`src/logic/prsc_ctl_regs.vh`:
```
// register offsets, field positions, reset values and timing counts of the power/slow-clock block
`ifndef PRSC_CTL_REGS_VH
`define PRSC_CTL_REGS_VH
`define PRSC_ADDR_W 8
`define PRSC_OFF_EXT_INT_FLAGS 8'h91
`define PRSC_OFF_POWER_MGMT 8'hC4
`define PRSC_OFF_POWER_STATUS 8'hC5
`define PRSC_OFF_WATCHDOG_CTL 8'hC6
`define PRSC_OFF_IRQ_CTL 8'hC7
`define PRSC_PMR_DIV_HI 7
`define PRSC_PMR_DIV_LO 6
`define PRSC_PMR_AUTO_RET 5
`define PRSC_PMR_XTAL_OFF 3
`define PRSC_ST_PF_IP 7
`define PRSC_ST_HI_IP 6
`define PRSC_ST_LO_IP 5
`define PRSC_ST_XTAL_UP 4
`define PRSC_ST_TX_ACT 1
`define PRSC_ST_RX_ACT 0
`define PRSC_EXT_INTERRUPT_FLAGS_XTAL_SEL 3
`define PRSC_EXT_INTERRUPT_FLAGS_RING_ACT 2
`define PRSC_WDC_POR 6
`define PRSC_DIV_RSVD 2'h0
`define PRSC_DIV_4 2'h1
`define PRSC_DIV_64 2'h2
`define PRSC_DIV_1024 2'h3
`define PRSC_CNT_4 10'h003
`define PRSC_CNT_64 10'h03F
`define PRSC_CNT_1024 10'h3FF
`define PRSC_OSC_CYCLES 65536
`define PRSC_RESET_VECTOR 16'h0000
`endif

```
`src/logic/prsc_power_clock_ctl.v`:
```
// power-fail reset sequencer, slow-clock divider and switchback with an Avalon-MM register slave
//
// Our own choice: the Avalon-MM register port.
`timescale 1ns/1ns
`include "prsc_ctl_regs.vh"

module prsc_power_clock_ctl #(
  parameter OSC_CYCLES = `PRSC_OSC_CYCLES,
  parameter XTAL_WARM_CYCLES = `PRSC_OSC_CYCLES,
  parameter NUM_EXT_INT = 6
) (
  input wire clk,
  input wire reset,
  input wire [`PRSC_ADDR_W-1:0] address,
  input wire read,
  input wire write,
  input wire [7:0] writedata,
  output reg [7:0] readdata,
  output wire waitrequest,
  input wire supplyLowPin,
  output reg sysResetOutN,
  output reg coreReset,
  output reg ioReset,
  output reg xtalEnable,
  output reg [15:0] resetVector,
  output reg cycleTick,
  output reg [1:0] divSelOut,
  output reg ringSelect,
  input wire [NUM_EXT_INT-1:0] extIntPin,
  input wire [NUM_EXT_INT-1:0] extIntEnable,
  input wire [NUM_EXT_INT-1:0] extIntHighPri,
  input wire globalIntEnable,
  input wire pfInService,
  input wire hiInService,
  input wire loInService,
  input wire serialRxPin,
  input wire serialRxEnable,
  input wire serialRxActive,
  input wire serialTxActive
);
  localparam ST_PWROFF = 3'b001;
  localparam ST_WARM = 3'b010;
  localparam ST_RUN = 3'b100;

  reg [2:0] state_ff;
  reg [2:0] nxt_state;
  reg [16:0] oscCnt_ff;
  reg [16:0] nxt_oscCnt;
  reg [16:0] xtalCnt_ff;
  reg xtalUp_ff;
  reg supplyMeta_ff;
  reg supplyLow_ff;
  reg [NUM_EXT_INT-1:0] intMeta_ff;
  reg [NUM_EXT_INT-1:0] intSync_ff;
  reg rxMeta_ff;
  reg rxSync_ff;
  reg rxPrev_ff;
  reg [1:0] divSel_ff;
  reg [1:0] divPend_ff;
  reg pendValid_ff;
  reg [9:0] cycCnt_ff;
  reg autoRet_ff;
  reg xtalOff_ff;
  reg xtalSel_ff;
  reg porFlag_ff;
  reg serialBusy_ff;
  reg ackPhase_ff;
  reg [9:0] divMax;
  wire [NUM_EXT_INT-1:0] intServiceable;
  wire intSwitch;
  wire startEdge;
  wire switchBack;
  wire busReq;
  wire wrPmr;
  wire [1:0] wrDiv;
  wire serialLock;
  wire divWriteOk;
  wire busDone;
  wire wrExif;
  wire wrWdc;
  wire rdTake;
  wire reducedReq;
  wire slowNow;
  wire [7:0] pmrView;
  wire [7:0] statusView;
  wire [7:0] exifView;
  wire [7:0] wdcView;

  // bus answers one cycle after the request: waitrequest high in the first cycle
  assign busReq = read | write;
  assign waitrequest = busReq & ~ackPhase_ff;
  // a fixed single wait state lets read data come straight from a flop
  assign busDone = busReq & ackPhase_ff;
  // read data is captured on the first edge, so it stands through the answer cycle
  assign rdTake = read & ~ackPhase_ff;

  always @(posedge clk) begin
    if (reset) begin
      ackPhase_ff <= 1'b0;
    end else begin
      ackPhase_ff <= busReq & ~ackPhase_ff;
    end
  end

  // pin inputs pass two flops before any logic
  // reset values match the idle pin levels, so no false start bit follows reset
  always @(posedge clk) begin
    if (reset) begin
      supplyMeta_ff <= 1'b1;
      supplyLow_ff <= 1'b1;
      intMeta_ff <= {NUM_EXT_INT{1'b0}};
      intSync_ff <= {NUM_EXT_INT{1'b0}};
      rxMeta_ff <= 1'b1;
      rxSync_ff <= 1'b1;
      rxPrev_ff <= 1'b1;
    end else begin
      supplyMeta_ff <= supplyLowPin;
      supplyLow_ff <= supplyMeta_ff;
      intMeta_ff <= extIntPin;
      intSync_ff <= intMeta_ff;
      rxMeta_ff <= serialRxPin;
      rxSync_ff <= rxMeta_ff;
      rxPrev_ff <= rxSync_ff;
    end
  end

  // power sequencing
  // a supply dip during warm-up restarts the whole count; a partial count is never trusted
  always @* begin
    nxt_state = state_ff;
    nxt_oscCnt = oscCnt_ff;
    case (state_ff)
      ST_PWROFF: begin
        nxt_oscCnt = 17'h00000;
        if (!supplyLow_ff) begin
          nxt_state = ST_WARM;
        end
      end
      ST_WARM: begin
        nxt_oscCnt = oscCnt_ff + 17'h00001;
        if (supplyLow_ff) begin
          nxt_state = ST_PWROFF;
        end else if (oscCnt_ff == OSC_CYCLES[16:0] - 17'h00001) begin
          nxt_state = ST_RUN;
        end
      end
      ST_RUN: begin
        if (supplyLow_ff) begin
          nxt_state = ST_PWROFF;
        end
      end
      default: begin
        nxt_state = ST_PWROFF;
      end
    endcase
  end

  always @(posedge clk) begin
    if (reset) begin
      state_ff <= ST_PWROFF;
      oscCnt_ff <= 17'h00000;
      sysResetOutN <= 1'b0;
      coreReset <= 1'b1;
      ioReset <= 1'b1;
      xtalEnable <= 1'b0;
      resetVector <= `PRSC_RESET_VECTOR;
    end else begin
      state_ff <= nxt_state;
      oscCnt_ff <= nxt_oscCnt;
      sysResetOutN <= (nxt_state == ST_RUN);
      coreReset <= (nxt_state != ST_RUN);
      ioReset <= (nxt_state != ST_RUN);
      xtalEnable <= (nxt_state != ST_PWROFF) & ~xtalOff_ff;
      resetVector <= `PRSC_RESET_VECTOR;
    end
  end

  // switchback triggers on the undivided clock
  // enables and in-service levels come from core logic on this clock, so they need no sync
  genvar gi;
  generate
    for (gi = 0; gi < NUM_EXT_INT; gi = gi + 1) begin : gIntQual
      // high-priority source needs no high/pf in service; low needs none at all
      assign intServiceable[gi] = intSync_ff[gi] & extIntEnable[gi] & globalIntEnable &
        ~pfInService & (extIntHighPri[gi] ? ~hiInService : ~(hiInService | loInService));
    end
  endgenerate

  // a level, not an edge: a request held high keeps the rate at four clocks
  assign intSwitch = |intServiceable;
  assign startEdge = rxPrev_ff & ~rxSync_ff & serialRxEnable;
  assign switchBack = autoRet_ff & (intSwitch | startEdge);

  // serial activity latch: a start bit marks the port busy until the receiver settles
  always @(posedge clk) begin
    if (reset) begin
      serialBusy_ff <= 1'b0;
    end else if (autoRet_ff & startEdge) begin
      serialBusy_ff <= 1'b1;
    end else if (!serialRxActive && rxSync_ff) begin
      serialBusy_ff <= 1'b0;
    end
  end

  // writes land on the edge that ends the answer cycle after the wait state
  assign wrPmr = write & busDone & (address == `PRSC_OFF_POWER_MGMT);
  assign wrExif = write & busDone & (address == `PRSC_OFF_EXT_INT_FLAGS);
  assign wrWdc = write & busDone & (address == `PRSC_OFF_WATCHDOG_CTL);
  assign wrDiv = writedata[`PRSC_PMR_DIV_HI:`PRSC_PMR_DIV_LO];
  // the reserved code is neither a reduced rate nor the full rate, so it falls through
  assign reducedReq = (wrDiv == `PRSC_DIV_64) | (wrDiv == `PRSC_DIV_1024);
  assign slowNow = (divSel_ff != `PRSC_DIV_4);
  // lock lasts until the line idles; a line stuck low keeps the full rate, which is safe
  assign serialLock = serialRxActive | serialTxActive | (autoRet_ff & serialBusy_ff);
  // reduced rates only from the settled 4-clock rate and with the serial port idle
  assign divWriteOk = (wrDiv == `PRSC_DIV_4) |
    (reducedReq && !slowNow && !pendValid_ff &&
    !serialLock);

  always @* begin
    case (divSel_ff)
      `PRSC_DIV_64: divMax = `PRSC_CNT_64;
      `PRSC_DIV_1024: divMax = `PRSC_CNT_1024;
      default: divMax = `PRSC_CNT_4;
    endcase
  end

  // divider: one tick per instruction cycle; a pending choice lands at a cycle end
  // landing only at a cycle end means a pending choice never gives a half-length slow cycle; a switchback cuts the slow count short
  always @(posedge clk) begin
    if (reset || coreReset) begin
      divSel_ff <= `PRSC_DIV_4;
      divPend_ff <= `PRSC_DIV_4;
      pendValid_ff <= 1'b0;
      cycCnt_ff <= 10'h000;
      cycleTick <= 1'b0;
    end else begin
      cycleTick <= (cycCnt_ff == divMax);
      if (switchBack) begin
        divSel_ff <= `PRSC_DIV_4;
        pendValid_ff <= 1'b0;
        // a request held at the full rate must not freeze the tick: only a slow cycle restarts
        if (slowNow) begin
          cycCnt_ff <= 10'h000;
        end else if (cycCnt_ff >= divMax) begin
          cycCnt_ff <= 10'h000;
        end else begin
          cycCnt_ff <= cycCnt_ff + 10'h001;
        end
      end else begin
        if (cycCnt_ff >= divMax) begin
          cycCnt_ff <= 10'h000;
          if (pendValid_ff) begin
            divSel_ff <= divPend_ff;
            pendValid_ff <= 1'b0;
          end
        end else begin
          cycCnt_ff <= cycCnt_ff + 10'h001;
        end
        if (wrPmr && divWriteOk) begin
          divPend_ff <= wrDiv;
          pendValid_ff <= 1'b1;
        end
      end
    end
  end

  // crystal warm-up after the amplifier is re-enabled
  // limitation: the warm-up counts this clock, not the crystal's own edges
  always @(posedge clk) begin
    if (reset || coreReset) begin
      xtalCnt_ff <= 17'h00000;
      xtalUp_ff <= 1'b0;
    end else if (xtalOff_ff) begin
      xtalCnt_ff <= 17'h00000;
      xtalUp_ff <= 1'b0;
    end else if (!xtalUp_ff) begin
      xtalCnt_ff <= xtalCnt_ff + 17'h00001;
      xtalUp_ff <= (xtalCnt_ff == XTAL_WARM_CYCLES[16:0] - 17'h00001);
    end
  end

  // control bits; source selection never touched by switchback
  // crystal-off only sticks while the ring is the source, or the core would lose its clock
  always @(posedge clk) begin
    if (reset || coreReset) begin
      autoRet_ff <= 1'b0;
      xtalOff_ff <= 1'b0;
      xtalSel_ff <= 1'b1;
      ringSelect <= 1'b0;
    end else begin
      if (wrPmr) begin
        autoRet_ff <= writedata[`PRSC_PMR_AUTO_RET];
        xtalOff_ff <= writedata[`PRSC_PMR_XTAL_OFF] & ~xtalSel_ff;
      end
      if (wrExif) begin
        if (!writedata[`PRSC_EXT_INTERRUPT_FLAGS_XTAL_SEL] || (xtalUp_ff && !xtalOff_ff)) begin
          xtalSel_ff <= writedata[`PRSC_EXT_INTERRUPT_FLAGS_XTAL_SEL];
        end
      end
      // source status lags the selection by one clock
      ringSelect <= ~xtalSel_ff;
    end
  end

  // power-on flag: set by the power-up release, cleared by software; set wins
  // only the warm-up to run step sets it, so a bench reset alone leaves it clear
  always @(posedge clk) begin
    if (reset) begin
      porFlag_ff <= 1'b0;
    end else if (state_ff == ST_WARM && nxt_state == ST_RUN) begin
      porFlag_ff <= 1'b1;
    end else if (wrWdc) begin
      porFlag_ff <= writedata[`PRSC_WDC_POR] & porFlag_ff;
    end
  end

  always @(posedge clk) begin
    if (reset) begin
      divSelOut <= `PRSC_DIV_4;
    end else begin
      divSelOut <= divSel_ff;
    end
  end

  // register views; unused bits read as zero
  assign pmrView = {divSel_ff, autoRet_ff, 1'b0, xtalOff_ff, 3'h0};
  assign statusView = {pfInService, hiInService, loInService, xtalUp_ff, 2'h0,
    serialTxActive, serialRxActive | serialBusy_ff};
  assign exifView = {4'h0, xtalSel_ff, ringSelect, 2'h0};
  assign wdcView = {1'b0, porFlag_ff, 6'h00};

  // read data registered on the request's first edge; unmapped reads give zero
  always @(posedge clk) begin
    if (reset) begin
      readdata <= 8'h00;
    end else if (rdTake) begin
      case (address)
        `PRSC_OFF_POWER_MGMT:
          readdata <= pmrView;
        `PRSC_OFF_POWER_STATUS:
          readdata <= statusView;
        `PRSC_OFF_EXT_INT_FLAGS:
          readdata <= exifView;
        `PRSC_OFF_WATCHDOG_CTL:
          readdata <= wdcView;
        default:
          readdata <= 8'h00;
      endcase
    end
  end
endmodule

```
`config.mk`:
```
export PLATFORM = sky130hd
export DESIGN_NAME = prsc_power_clock_ctl
export DESIGN_NICKNAME = d
export VERILOG_FILES = /design/src/logic/prsc_power_clock_ctl.v
export VERILOG_INCLUDE_DIRS = /design/src /design/src/logic
export SDC_FILE = /design/constraint.sdc
export NUM_CORES = 1
export LEC_CHECK = 0
export BUFFER_PORTS_ARGS = -buffer_cell sky130_fd_sc_hd__buf_2
export CORE_ASPECT_RATIO = 0.7
export CORE_UTILIZATION = 51
export CTS_BUF_LIST = sky130_fd_sc_hd__clkbuf_8
export DETAILED_ROUTE_END_ITERATION = 16
export GPL_ROUTABILITY_DRIVEN = 0
export PLACE_DENSITY = 0.78
export SLEW_MARGIN = 30
export SYNTH_ARGS = -nofsm -noshare
export SYNTH_HDL_FRONTEND = slang
export SYNTH_SLANG_ARGS = --single-unit
```
`constraint.sdc`:
```
create_clock -name clk -period 1.8 [get_ports clk]
set_input_delay 0.18 -clock clk [delete_from_list [all_inputs] [get_ports clk]]
set_output_delay 0.18 -clock clk [all_outputs]
set_load 0.02 [all_outputs]
```
==> out/qor.yml <==
routing:
  first_iter_violations: 162
  drc_errors: 0
  wl_per_cell_um: 14.0
  vias_per_cell: 5.34
  routed_wl_mm: 9.15
  drtAntennaViolNets: 0
  routed-via-count: 3494
  dr.pass1.iters: 4
run_status:
  status: "finished, violations left"
  violations: "negative setup slack"
synthesis:
  yosysSeqAreaShare_pct: 44.6
  synth_area_mm2: 0.00408
  synth_edf_count: 0
  yosysUniqueCellTypes: 61
  yosysWarnings: 0
  ys_seq_elements: 91
  netlist_instances: 461
  async_reset_ff_share_pct: 0
  postSynthAreaPerCell_um2: 8.85
  synthFlopType: "dfxtp_1"
setup_path:
  cp-end-kind: "flop"
  critical_path_arrival_ps: 2090
  required_ps: 2060
  slowest_delay_ps: 360
  critPathTopFamily: "simple AND/OR/NAND/NOR gates"
  critPathSlowestCell: "dfxtp_2"
  cp_num_buf_inv: 1
  setup.worst_path.start_class: "flop"
  criticalPathCategory: "flop to flop"
  path_cells: "ha_4 -> nand3_4 -> nor4_4 -> and3_1 -> ha_2 -> nand3b_1 -> a211oi_2 -> inv_1"
  worstPathMaxFanout: 2
timing:
  post-route-min-period_ps: 1830
  finalCritPeriodShare_pct: 102
  slew_viol_final: 0
  hold_viol: 0
  setup_viol: 1
  relSlewSlack_pct: 58.8
  finalClockSkew_ps: 7.90
  tightest_slew_ps: 618
  fmax_mhz: 547
  fin_ws_ps: -27.0
  rsz0062_at_grt: "yes"
clock_network:
  clk_pin_slew_ps: 90
  cts_tree: "yes"
  h-tree-depth: 3
  numCtsBuffers: 9
  clockRootBuffer: "clkbuf_8"
  cts_sinks: 91
  clock_path_buffers: 2
  clkLatencyLatePin_ps: 360
placement:
  hpwl_mm: 6.68
  dpl_cell_area_mm2: 0.00461
  post-place-ws_ps: -79.3
  post-place-cells: 630
  port_buffers: 59
floorplan:
  initial_core_util_pct: 54.3
  core_mm2: 0.00751
  die_y_um: 76.8
  io_pins: 80
  die-width_um: 109
  die_area_mm2: 0.00837
  core.rowCount: 26
finish:
  area_growth_pct: 22.3
  final_area_mm2: 0.00499
  drive_above_1_share_pct: 28.2
  nets: 607
  n_antenna_cell: 0
  fin_cells: 654
  fin_util_pct: 66.4
power_and_ir_drop:
  combPwrFrac_pct: 5.6
  seq_power_share_pct: 56.7
  total_power_mw: 3.60
  peakVddDrop_mv: 0.651
  p_clk_share_pct: 37.7
  leakage_nw: 1.94
  p_per_area_mw_per_mm2: 722
  power.net_switching_mw: 0.851
  p_int_mw: 2.75
  switching_share_pct: 23.6
grt:
  antenna_found_initial: 0
  grt_pass1_wl_mm: 14.8
  grt_pass1_vias: 3143
  grt_max_degree: 30
  overflow: 0
  grt_usage_pct: 22.7
min_path:
  hold_path.class: "input port to flop"
flow_run:
  cap_violations: 0
path summary, 6_finish.rpt:
check / start / end / slack (ps) / depth (start not counted)
worst max-delay path: oscCnt_ff[1] / ioReset / -30 / 8
worst min-delay path: extIntPin[3] / intMeta_ff[3] / 30 / 2
worst max register to register: oscCnt_ff[1] / ioReset / -30 / 8
worst min register to register: supplyMeta_ff / supplyLow_ff / 410 / 1
routing by layer:
layer  up-vias  global-route usage, %  wire length (um)
li1       1757                      -                 -
met2       103                   34.2              4060
met1      1622                   31.4              4420
met4         0                   6.49                95
met5         -                      0                 0
met3        12                   6.29               574
Yosys cell counts (all sizes together), types with 10 or more instances:
cell	number	area [um^2]
clkbuf	10	37.5
nor2	56	210
nand4	12	75.1
xor2	15	131
nand3	12	60.1
a21oi	30	150
nor2b	21	131
dfxtp	91	1820
buf	23	154
o21ai	10	53.8
nor3	12	60.1
nand2	36	135
inv	10	37.5
registers in the layout, indices dropped and copies added, names as in the netlist, 2 cells and up:
name / cells
readdata: 8
oscCnt_ff: 17
state_ff: 3
divPend_ff: 2
divSelOut: 2
cycCnt_ff: 10
intMeta_ff: 6
divSel_ff: 2
intSync_ff: 6
xtalCnt_ff: 17
power groups by stage:
stage	combinational, mW	clock [mW]	sequential (mW)
after CTS	0.198	1.39	2.04
after global routing	0.221	1.49	2.04
after global placement	0.190	0	2.09
final	0.203	1.36	2.04
after floorplan	0.136	0	2.09
after detailed placement	0.194	0	2.09
through the flow:
stage / hold slack [ps] / setup TNS [ps]
finish: 27.9 / -27.0
detailed placement: 371 / -91.1
CTS: 9.85 / 0
global placement: 370 / 0
floorplan: 284 / -60.9
global route: 15.0 / -362
worst reg2reg max path, stage by stage (launching register included):
cell and delay (ps):
dfxtp_2 360, ha_4 150, nand3_4 90, nor4_4 290, and3_1 200, ha_2 180
nand3b_1 120, a211oi_2 280, inv_1 60
what timing repair did:
action                                 4_1_cts  5_1_grt
gates resized for setup                      9       24
hold buffers                                 2        0
setup endpoints to repair                    4       27
endpoints found under the hold margin        2        0
pin swaps                                    5       11
setup buffers                                1        5
cell type report:
cell class / count / area [um^2]
Inverter: 10 / 37.5
Clock buffer: 9 / 124
Sequential cell: 91 / 1830
Fill cell: 619 / 2520
Multi-Input combinational cell: 342 / 2220
Tap cell: 98 / 123
Timing Repair Buffer: 97 / 586
Clock inverter: 7 / 70.1
logic make-up after synthesis:
kind of cell | Yosys count | synth area share (%)
compound gates | 69 | 10.9
flops | 91 | 44.6
mux | 11 | 2.76
other cells | 1 | 0.0919
xor+xnor | 23 | 4.94
simple gates | 214 | 28.3
buf+inv | 43 | 5.61
fa+ha+maj | 9 | 2.76
cell usage in the layout, fill, tap and decap left out, types with 3 or more instances in the layout:
cell type    n
nand2b_1     8
nand4b_1     3
and3_1       5
nand3b_1     4
nor4_1       3
or3_1        3
a21oi_2      3
ha_1         6
nand4_1     12
and2_1       5
nor3_1      11
or2_2        8
buf_4       36
xnor2_1      8
a21oi_1     27
a41oi_1      3
dfxtp_1     82
inv_1       11
o211ai_1     3
and2_0       4
nand2_1     35
nor2b_1     20
clkinvlp_4   3
conb_1      16
nor3b_1      4
nor2_1      56
xor2_1      15
o21ai_0      8
mux2i_1      9
dfxtp_2      9
nand3_1     11
buf_2       59
clkbuf_8     9
nor4_4       3
Power figures use the tool's default switching activity.
